<file path="src/samd_pkg.sv">
// Constants for the segment and addressing-form decoder.
// Assumes fields are taken straight from the fetched instruction bytes.
package samd_pkg;

  // ****************************************************************
  // Segment register codes
  // ****************************************************************
  localparam logic [2:0] SEG_EXTRA = 3'h0;
  localparam logic [2:0] SEG_CODE  = 3'h1;
  localparam logic [2:0] SEG_STACK = 3'h2;
  localparam logic [2:0] SEG_DATA  = 3'h3;
  localparam logic [2:0] SEG_AUX1  = 3'h4;
  localparam logic [2:0] SEG_AUX2  = 3'h5;

  // Kind of segment selector field carried by the instruction
  localparam logic [1:0] SEGF_NONE   = 2'h0;
  localparam logic [1:0] SEGF_NARROW = 2'h1;
  localparam logic [1:0] SEGF_WIDE   = 2'h2;

  // ****************************************************************
  // Field positions in the operand-locator and scaled-index bytes
  // ****************************************************************
  localparam int FORM_HI = 7;
  localparam int FORM_LO = 6;
  localparam int MID_HI  = 5;
  localparam int MID_LO  = 3;
  localparam int LOC_HI  = 2;
  localparam int LOC_LO  = 0;

  // Address form codes
  localparam logic [1:0] FORM_NODISP = 2'h0;
  localparam logic [1:0] FORM_DISP8  = 2'h1;
  localparam logic [1:0] FORM_DISPW  = 2'h2;
  localparam logic [1:0] FORM_REG    = 2'h3;

  // Special locator and index codes
  localparam logic [2:0] LOC_SIB      = 3'h4;
  localparam logic [2:0] LOC_DIRECT16 = 3'h6;
  localparam logic [2:0] LOC_DIRECT32 = 3'h5;
  localparam logic [2:0] IDX_NONE     = 3'h4;
  localparam logic [1:0] SCALE_ONE    = 2'h0;

  // ****************************************************************
  // Register numbers
  // ****************************************************************
  localparam logic [2:0] GPR3 = 3'h3;
  localparam logic [2:0] GPR4 = 3'h4;
  localparam logic [2:0] GPR5 = 3'h5;
  localparam logic [2:0] GPR6 = 3'h6;
  localparam logic [2:0] GPR7 = 3'h7;

  // Operand size and displacement size codes
  typedef enum logic [1:0] {
    SAMD_SZ_BYTE  = 2'h0,
    SAMD_SZ_WORD  = 2'h1,
    SAMD_SZ_DWORD = 2'h2
  } samd_size_e;

  typedef enum logic [1:0] {
    SAMD_DISP_NONE  = 2'h0,
    SAMD_DISP_BYTE  = 2'h1,
    SAMD_DISP_WORD  = 2'h2,
    SAMD_DISP_DWORD = 2'h3
  } samd_disp_e;

endpackage

</file>
<file path="src/samd_decode.sv">
// Segment selector and operand addressing-form decoder, one cycle latency.
// Assumes inputs come from fetch logic on the same clock, held per request.
`timescale 1ns/1ps

// Behaviour
// - narrow selector maps to four segments
// - wide selector adds two auxiliary segments
// - implied-form instructions take no addressing bytes
// - locator byte follows opcode, optional index byte
// - index byte only for 32-bit, locator 100
// - index byte fields define 32-bit form
// - middle bits are opcode extension or register
// - address size picks 16 or 32-bit table
// - 16-bit addressing uses 16-bit components only
// - form 00 16-bit base/index table, segments
// - forms 01/10 add displacement, 110 is gpr5
// - register operand in 16-bit data mode
// - register operand in 32-bit data mode
// - width select gives byte or full size
// - sizes from code default, toggled by prefix
// - 32-bit direct displacement and gpr5 forms
// - scale factors; no index needs scale 00
module samd_decode (
  // Clock and reset
  input  wire logic       clk,
  input  wire logic       resetn,
  // Request from fetch
  input  wire logic       in_valid,
  input  wire logic       implied_form,
  input  wire logic [7:0] locator_byte,
  input  wire logic [7:0] scaled_index_byte,
  input  wire logic       width_select,
  input  wire logic       mid_is_register,
  input  wire logic [1:0] seg_field_kind,
  input  wire logic [2:0] seg_field,
  // Size state
  input  wire logic       code_seg_default,
  input  wire logic       opsize_override,
  input  wire logic       addrsize_override,
  // Decode result
  output logic            out_valid,
  output logic            data32,
  output logic            addr32,
  output logic            locator_used,
  output logic            sib_expected,
  output logic            seg_valid,
  output logic [2:0]      seg_id,
  output logic            invalid_op,
  output logic            reg_operand,
  output logic [2:0]      op_reg_num,
  output logic            op_reg_high,
  output logic [1:0]      op_size,
  output logic            mid_reg_valid,
  output logic            opcode_ext_valid,
  output logic [2:0]      mid_bits,
  output logic            base_valid,
  output logic [2:0]      base_reg,
  output logic            index_valid,
  output logic [2:0]      index_reg,
  output logic [1:0]      scale_bits,
  output logic [1:0]      disp_size,
  output logic [2:0]      ea_seg,
  output logic            ea_undefined
);

  // ****************************************************************
  // Field extraction
  // ****************************************************************
  logic [1:0] form;
  logic [2:0] mid;
  logic [2:0] loc;
  logic [1:0] sc;
  logic [2:0] idx;
  logic [2:0] bas;
  logic       data32_next;
  logic       addr32_next;
  assign form = locator_byte[samd_pkg::FORM_HI:samd_pkg::FORM_LO];
  assign mid  = locator_byte[samd_pkg::MID_HI:samd_pkg::MID_LO];
  assign loc  = locator_byte[samd_pkg::LOC_HI:samd_pkg::LOC_LO];
  assign sc   = scaled_index_byte[samd_pkg::FORM_HI:samd_pkg::FORM_LO];
  assign idx  = scaled_index_byte[samd_pkg::MID_HI:samd_pkg::MID_LO];
  assign bas  = scaled_index_byte[samd_pkg::LOC_HI:samd_pkg::LOC_LO];

  // Effective sizes from code default and prefixes
  assign data32_next = code_seg_default ^ opsize_override;
  assign addr32_next = code_seg_default ^ addrsize_override;

  // ****************************************************************
  // Next-value decode
  // ****************************************************************
  logic       seg_valid_next;
  logic [2:0] seg_id_next;
  logic       invalid_next;
  logic       loc_used_next;
  logic       sib_next;
  logic       reg_op_next;
  logic [2:0] reg_num_next;
  logic       reg_high_next;
  logic [1:0] size_next;
  logic       base_v_next;
  logic [2:0] base_next;
  logic       idx_v_next;
  logic [2:0] idx_next;
  logic [1:0] scale_next;
  logic [1:0] disp_next;
  logic [2:0] ea_seg_next;
  logic       undef_next;

  // Segment selector decode
  always_comb begin
    seg_valid_next = 1'b0;
    seg_id_next    = samd_pkg::SEG_EXTRA;
    invalid_next   = 1'b0;
    if (seg_field_kind == samd_pkg::SEGF_NARROW) begin
      seg_valid_next = 1'b1;
      seg_id_next    = {1'b0, seg_field[1:0]};
    end else if (seg_field_kind == samd_pkg::SEGF_WIDE) begin
      if (seg_field > samd_pkg::SEG_AUX2) begin
        invalid_next = 1'b1;
      end else begin
        seg_valid_next = 1'b1;
        seg_id_next    = seg_field;
      end
    end
  end

  // Operand-locator and scaled-index decode
  always_comb begin
    loc_used_next = ~implied_form;
    sib_next      = 1'b0;
    reg_op_next   = 1'b0;
    reg_num_next  = 3'h0;
    reg_high_next = 1'b0;
    size_next     = samd_pkg::SAMD_SZ_BYTE;
    base_v_next   = 1'b0;
    base_next     = 3'h0;
    idx_v_next    = 1'b0;
    idx_next      = 3'h0;
    scale_next    = samd_pkg::SCALE_ONE;
    disp_next     = samd_pkg::SAMD_DISP_NONE;
    ea_seg_next   = samd_pkg::SEG_DATA;
    undef_next    = 1'b0;
    if (!implied_form) begin
      if (form == samd_pkg::FORM_REG) begin
        // Register operand, byte or full size
        reg_op_next = 1'b1;
        if (!width_select) begin
          reg_num_next  = {1'b0, loc[1:0]};
          reg_high_next = loc[2];
        end else begin
          reg_num_next = loc;
          size_next    = data32_next ? samd_pkg::SAMD_SZ_DWORD
                                     : samd_pkg::SAMD_SZ_WORD;
        end
      end else if (!addr32_next) begin
        // 16-bit table
        base_v_next = 1'b1;
        unique case (loc)
          3'h0: begin
            base_next = samd_pkg::GPR3;
            idx_next  = samd_pkg::GPR6;
          end
          3'h1: begin
            base_next = samd_pkg::GPR3;
            idx_next  = samd_pkg::GPR7;
          end
          3'h2: begin
            base_next = samd_pkg::GPR5;
            idx_next  = samd_pkg::GPR6;
          end
          3'h3: begin
            base_next = samd_pkg::GPR5;
            idx_next  = samd_pkg::GPR7;
          end
          3'h4: base_next = samd_pkg::GPR6;
          3'h5: base_next = samd_pkg::GPR7;
          3'h6: base_next = samd_pkg::GPR5;
          3'h7: base_next = samd_pkg::GPR3;
        endcase
        idx_v_next = ~loc[2];
        if (form == samd_pkg::FORM_NODISP &&
            loc == samd_pkg::LOC_DIRECT16) begin
          base_v_next = 1'b0;
          disp_next   = samd_pkg::SAMD_DISP_WORD;
        end else if (base_next == samd_pkg::GPR5) begin
          ea_seg_next = samd_pkg::SEG_STACK;
        end
        if (form == samd_pkg::FORM_DISP8)
          disp_next = samd_pkg::SAMD_DISP_BYTE;
        if (form == samd_pkg::FORM_DISPW)
          disp_next = samd_pkg::SAMD_DISP_WORD;
      end else begin
        // 32-bit forms
        base_v_next = 1'b1;
        base_next   = loc;
        if (loc == samd_pkg::LOC_SIB) begin
          sib_next   = 1'b1;
          base_next  = bas;
          idx_v_next = (idx != samd_pkg::IDX_NONE);
          idx_next   = idx;
          scale_next = sc;
          undef_next = (idx == samd_pkg::IDX_NONE) &&
                       (sc != samd_pkg::SCALE_ONE);
        end
        if (form == samd_pkg::FORM_NODISP &&
            base_next == samd_pkg::LOC_DIRECT32) begin
          base_v_next = 1'b0;
          disp_next   = samd_pkg::SAMD_DISP_DWORD;
        end else if (base_next == samd_pkg::GPR5 ||
                     (sib_next && base_next == samd_pkg::GPR4)) begin
          ea_seg_next = samd_pkg::SEG_STACK;
        end
        if (form == samd_pkg::FORM_DISP8)
          disp_next = samd_pkg::SAMD_DISP_BYTE;
        if (form == samd_pkg::FORM_DISPW)
          disp_next = samd_pkg::SAMD_DISP_DWORD;
      end
    end
  end

  // ****************************************************************
  // Result registers
  // ****************************************************************

  // Request handshake and size state
  always_ff @(posedge clk) begin
    if (!resetn) begin
      out_valid <= 1'b0;
      data32    <= 1'b0;
      addr32    <= 1'b0;
    end else begin
      out_valid <= in_valid;
      if (in_valid) begin
        data32 <= data32_next;
        addr32 <= addr32_next;
      end
    end
  end

  // Decoded fields, held until the next request
  always_ff @(posedge clk) begin
    if (!resetn) begin
      locator_used     <= 1'b0;
      sib_expected     <= 1'b0;
      seg_valid        <= 1'b0;
      seg_id           <= samd_pkg::SEG_EXTRA;
      invalid_op       <= 1'b0;
      reg_operand      <= 1'b0;
      op_reg_num       <= 3'h0;
      op_reg_high      <= 1'b0;
      op_size          <= samd_pkg::SAMD_SZ_BYTE;
      mid_reg_valid    <= 1'b0;
      opcode_ext_valid <= 1'b0;
      mid_bits         <= 3'h0;
      base_valid       <= 1'b0;
      base_reg         <= 3'h0;
      index_valid      <= 1'b0;
      index_reg        <= 3'h0;
      scale_bits       <= samd_pkg::SCALE_ONE;
      disp_size        <= samd_pkg::SAMD_DISP_NONE;
      ea_seg           <= samd_pkg::SEG_DATA;
      ea_undefined     <= 1'b0;
    end else if (in_valid) begin
      locator_used     <= loc_used_next;
      sib_expected     <= sib_next;
      seg_valid        <= seg_valid_next;
      seg_id           <= seg_id_next;
      invalid_op       <= invalid_next;
      reg_operand      <= reg_op_next;
      op_reg_num       <= reg_num_next;
      op_reg_high      <= reg_high_next;
      op_size          <= size_next;
      mid_reg_valid    <= loc_used_next & mid_is_register;
      opcode_ext_valid <= loc_used_next & ~mid_is_register;
      mid_bits         <= loc_used_next ? mid : 3'h0;
      base_valid       <= base_v_next;
      base_reg         <= base_next;
      index_valid      <= idx_v_next;
      index_reg        <= idx_next;
      scale_bits       <= scale_next;
      disp_size        <= disp_next;
      ea_seg           <= ea_seg_next;
      ea_undefined     <= undef_next;
    end
  end
endmodule

</file>
<file path="config.mk">
export PLATFORM = sky130hd
export DESIGN_NAME = samd_decode
export DESIGN_NICKNAME = d
export VERILOG_FILES = /design/src/samd_pkg.sv /design/src/samd_decode.sv
export SDC_FILE = /design/constraint.sdc
export NUM_CORES = 1
export LEC_CHECK = 0
export BUFFER_PORTS_ARGS = -buffer_cell sky130_fd_sc_hd__buf_2
export CAP_MARGIN = 20
export CORE_MARGIN = 2
export CORE_UTILIZATION = 41
export CTS_BUF_LIST = sky130_fd_sc_hd__clkbuf_2 sky130_fd_sc_hd__clkbuf_4 sky130_fd_sc_hd__clkbuf_8
export DETAILED_ROUTE_END_ITERATION = 7
export GPL_TIMING_DRIVEN = 0
export PLACE_DENSITY_LB_ADDON = 0.08
export REMOVE_ABC_BUFFERS = 1
export SLEW_MARGIN = 20
export SYNTH_ARGS = -nofsm -noshare
export SYNTH_HDL_FRONTEND = slang
export SYNTH_SLANG_ARGS = --single-unit
</file>
<file path="constraint.sdc">
create_clock -name clk -period 4.1 [get_ports clk]
set_clock_uncertainty 0.05 [all_clocks]
set_input_delay 1.025 -clock clk [delete_from_list [all_inputs] [get_ports clk]]
set_output_delay 1.025 -clock clk [all_outputs]
set_load 0.005 [all_outputs]
</file>
## Yosys cells after proc, flatten, opt, wreduce, memory -nomap -nowiden

Cells that the tools add are included.

- Muxes and demuxes: 78
- Bitwise logic cells: 7
- Magnitude comparators: 1
- Equal/unequal tests: 17
- Reduce and logical (&&, ||, !) cells: 12

Operators by type and width:

| operator | number |
|---|---|
| 2-to-1 mux 3 bit | 24 |
| 2-to-1 mux 1 bit | 35 |
| 2-to-1 mux 2 bit | 17 |
| equality test 3 bit (second input constant) | 8 |
| one-hot mux 3 bit (4 select lines) | 1 |
| equality test 2 bit (second input constant) | 3 |
| equality test 3 x 2 -> 1 bit (second input constant) | 2 |
| one-hot mux 3 bit (2 select lines) | 1 |
| OR reduction 3 bit | 2 |
| equality test 2 x 1 -> 1 bit (second input constant) | 2 |
| logical AND 1 bit | 4 |
| OR reduction 2 bit | 2 |
| equality test 3 x 1 -> 1 bit (second input constant) | 1 |
| > comparator 3 bit (second input constant) | 1 |
| logical NOT 3 bit | 1 |
| inequality test 3 bit (second input constant) | 1 |
| NOT 1 bit | 3 |
| bitwise AND 1 bit | 2 |
| logical NOT 2 bit | 1 |
| nonzero test 2 bit | 1 |
| XOR 1 bit | 2 |
| logical OR 1 bit | 1 |

- Register bits: 38
- Output and inout bits: 38
- Input port bits: 30

## Depth between registers and ports, before layout

- Depth after elaboration: 13
- Depth in mapped cells: 6
- Depth with buffers taken out: 4

## Worst setup path after synthesis

OpenSTA, ideal clock, no wires.

- Path type: input-to-reg
- Start: input locator_byte[1]
- End: register base_valid
- Slack: 2.000 ns
- Arrival time: 1.928 ns
- Cell stages on the path: 5
- Setup time: 0.122 ns
- Cell sequence: buf_2 > nand2b_1 > a211oi_2 > a41oi_1 > a221o_1

- Word-level cells in the longest chain between the ends: 11
- Elaborated cells on any way between the ends: 14

RTL lines:

| what | RTL line | source |
|---|---|---|
| start, declared | samd_decode.sv:30 | `input wire logic [7:0] locator_byte,` |
| equality test 3 bit | samd_decode.sv:196 | `if (loc == samd_pkg::LOC_SIB) begin` |
| 2-to-1 mux 3 bit | samd_decode.sv:196 |  |
| 2-to-1 mux 3 bit | samd_decode.sv:155 | `end else if (!addr32_next) begin` |
| 2-to-1 mux 3 bit | samd_decode.sv:144 | `if (form == samd_pkg::FORM_REG) begin` |
| 2-to-1 mux 3 bit | samd_decode.sv:143 | `if (!implied_form) begin` |
| equality test 3 bit | samd_decode.sv:206 | `base_next == samd_pkg::LOC_DIRECT32) begin` |
| logical AND 1 bit | samd_decode.sv:205 | `if (form == samd_pkg::FORM_NODISP &&` |
| 2-to-1 mux 1 bit | samd_decode.sv:205 |  |
| 2-to-1 mux 1 bit * | samd_decode.sv:155 |  |
| 2-to-1 mux 1 bit * | samd_decode.sv:144 |  |
| 2-to-1 mux 1 bit * | samd_decode.sv:143 |  |
| end signal, assigned | samd_decode.sv:276 | `base_valid <= base_v_next;` |
| end, declared | samd_decode.sv:56 | `output logic base_valid,` |

Mark *: on every way between the ends. The rest lies on a longest branch, timed or not. The select of a mux whose other input is x is not followed.
A chain may end at the register's enable or synchronous reset.

==> metrics <==
status=finished clean; CP max-delay cell=nor2b_1; area fraction in compound gates after synthesis=0.2357; EDFF count, synth=0; main combinational cell family by area after synthesis=compound AO/OA/AOI/OAI gates; share of the yosys chip area belonging to registers=0.4451; Critical Path Start Type=input port; xor and xnor area share after synthesis=0.02087; biggest cell delay along the critical path=about 0.64 ns; largest net degree at the start of global routing=30; Netlist Area Pre-Place=1619 sq um; Pins Over Slew Limit=0; Area growth, synth to finish=25.73%; peak supply drop=about 0.21 mV; Final Hold Viols=0; Seq pwr share=0.504; CP Data Arrival Time=2.27 ns; final period demand of the worst path=2.161 ns; GRT Util Overall=0.1695; CP delay by family, top=simple AND/OR/NAND/NOR gates; dpl cells=roughly 280; leakage=roughly 0.00094 uW; initial antenna violation count=0; global-route wire length before repair=between 5000 and 6000 um; port bufs=65; Hold Crit Class=reg -> reg; Async SR Flop Fraction=0; CTS Buf Count=5; most frequent cells in the layout=buf_2, dfxtp_1, nand2_1, nor2b_1, o21ai_0; Final ANT Viol Nets=0; Reg clk slew, reported paths=roughly 0.060 ns; synth unique cells=46; Core ar.=around 3700 sq um; adder-cell share of the synthesized area=0; CTS Buffer Depth=2; row cnt=22; CP Data Required Time=~4.2 ns; clk root buf=clkbuf_8; Syn Area/Cell=approximately 8.8 sq um; #FFs+latches synth=36; Top-Level Pins=roughly 70; area of the die=about 4500 sq um; vias in the first global route=between 1000 and 1500; H-tree Lvls=2; fraction of layout cells with a size suffix above 1=0.3197; Fillers=between 300 and 400; Detail Placement HPWL=~2700 um; fmax=0.4628 GHz; Iteration-0 DRC Markers=47; Slew HR=0.5278; Vias=about 1500; setup TNS=0 ns; fin nets=roughly 270; Starting Density=0.4357; GRT Residual Overflow=0; simple-gate portion of the synthesized area=0.2326; CTS tree=built; CP Class=in -> reg; combinational group share of total power=0.129; Post-CTS Resized=0; Net Sw Frac=0.2388; cell-by-cell trace of the critical path=buf_2, nor2b_1, nor2b_1, a21oi_1; clock power share=0.367; CTS Sinks=36; Worst Max-Slew Pin Slew=roughly 0.71 ns; hold_buf cts=0; Via density=about 5.0; # diodes=0; GPL Wtd Cong=between 0.8 and 0.9; Worst-Skew Late Latency=between 0.2 and 0.3 ns; Tcrit/Tclk final=0.5270; Routed WL per cell=~12 um; CP bufs+invs=1; Net Switching=173.6 uW; Die Width=about 67 um; DRC viols=0; PD cells=~360 nW/um^2; Max-cap violations=0; Setup Fix Bufs, Post-CTS=0; Synth warnings=0; P_int=553.3 uW; Routed WL=approximately 3600 um; Synth Instances=185; CP Max Fanout=29; RSZ-0062 raised after global routing=false; critical path endpoint category=flip-flop; most common cell after layout, fill and taps aside=buf_2; Layout Cells excl Fill=a little under 300; final setup vio count=0; Die H=66.84 um; First-pass DRT Iterations=4; cell repeated most along the worst path=nor2b_1; Top FF cell, synth=dfxtp_1; post-synthesis mux area share=0.006182
## cell families (layout without fill, tap and decap cells)
| logic type | count (synthesis) | in the layout |
|---|---|---|
| AOI/OAI and AO/OA | 53 | 53 |
| xor gates and xnor gates | 3 | 3 |
| buffers and inverters | 20 | 79 |
| DFF | 36 | 36 |
| muxes | 1 | 1 |
| other | 2 | 2 |
| and+or+nand+nor | 70 | 70 |
## routing by layer
metal  up-vias  GRT usage  wire length (um)
li1        761          -                 -
met4         0    0.04592                13
met5         -          0                 0
met2        44     0.2688              1581
met1       645     0.2137              1732
met3         2    0.06588               265
## cell type report
cell class                 instances  area [sq um]  area share
multi-input combinational        129         809.5      0.3977
timing repair buffer              65         325.3      0.1598
tap                               48         60.06     0.02950
inverter                           6         22.52     0.01106
sequential                        36         720.7      0.3540
clock buffer                       8         97.59     0.04794
## synth_stat cells, types with 2 or more instances
cell type  count  share of area
dfxtp_1       36           0.45
nand2_1       20          0.046
nor2b_1       20          0.077
o21ai_0       10          0.031
a21oi_1        9          0.028
a22oi_1        9          0.042
nor2_1         8          0.019
clkbuf_1       7          0.016
inv_1          6          0.014
and2_1         5          0.019
buf_2          5          0.015
nand3_1        4          0.012
a21boi_0       3          0.014
a32oi_1        3          0.016
o211a_1        3          0.019
a21o_1         2         0.0093
buf_4          2         0.0093
conb_1         2         0.0046
nand3b_1       2         0.0093
nand4_1        2         0.0077
o2bb2ai_1      2          0.011
## stage by stage
step	hold slack [ns]	cell area [sq um]	utilization	setup WS (ns)	total power (uW)
floorplan	0.3987	1553	-	2.119	420.7
finish	0.3987	2036	0.5478	1.939	726.9
global placement	0.3835	1938	0.5215	1.608	468.0
detailed placement	0.3873	1938	0.5215	1.632	469.0
CTS	0.4031	2036	0.5478	1.924	735.5
global route	0.4354	2036	0.5478	1.781	767.0
## final timing paths
path	cells past startpoint	start	to	slack (ns)
worst max register to register	2	index_reg[0]	index_reg[0]	3.20
worst min register to register	2	index_reg[2]	index_reg[2]	0.40
worst min-delay path	2	index_reg[2]	index_reg[2]	0.40
worst max-delay path	4	resetn	ea_seg[0]	1.94
## tightest hold or removal path, cell delays in order (launching register included)
cell and delay, ns:
dfxtp_1 0.32, nand2_1 0.04, o21ai_0 0.05
## power groups by stage
| stage | Sequential, uW | Combinational [uW] | Clock (uW) |
|---|---|---|---|
| floorplan | 376 | 45.0 | 0 |
| detailed placement | 375 | 94.5 | 0 |
| CTS | 367 | 94.7 | 274 |
| finish | 367 | 93.7 | 267 |
| global route | 368 | 106 | 293 |
| global placement | 374 | 93.7 | 0 |
No activity file was read; power rests on OpenSTA's default activity.
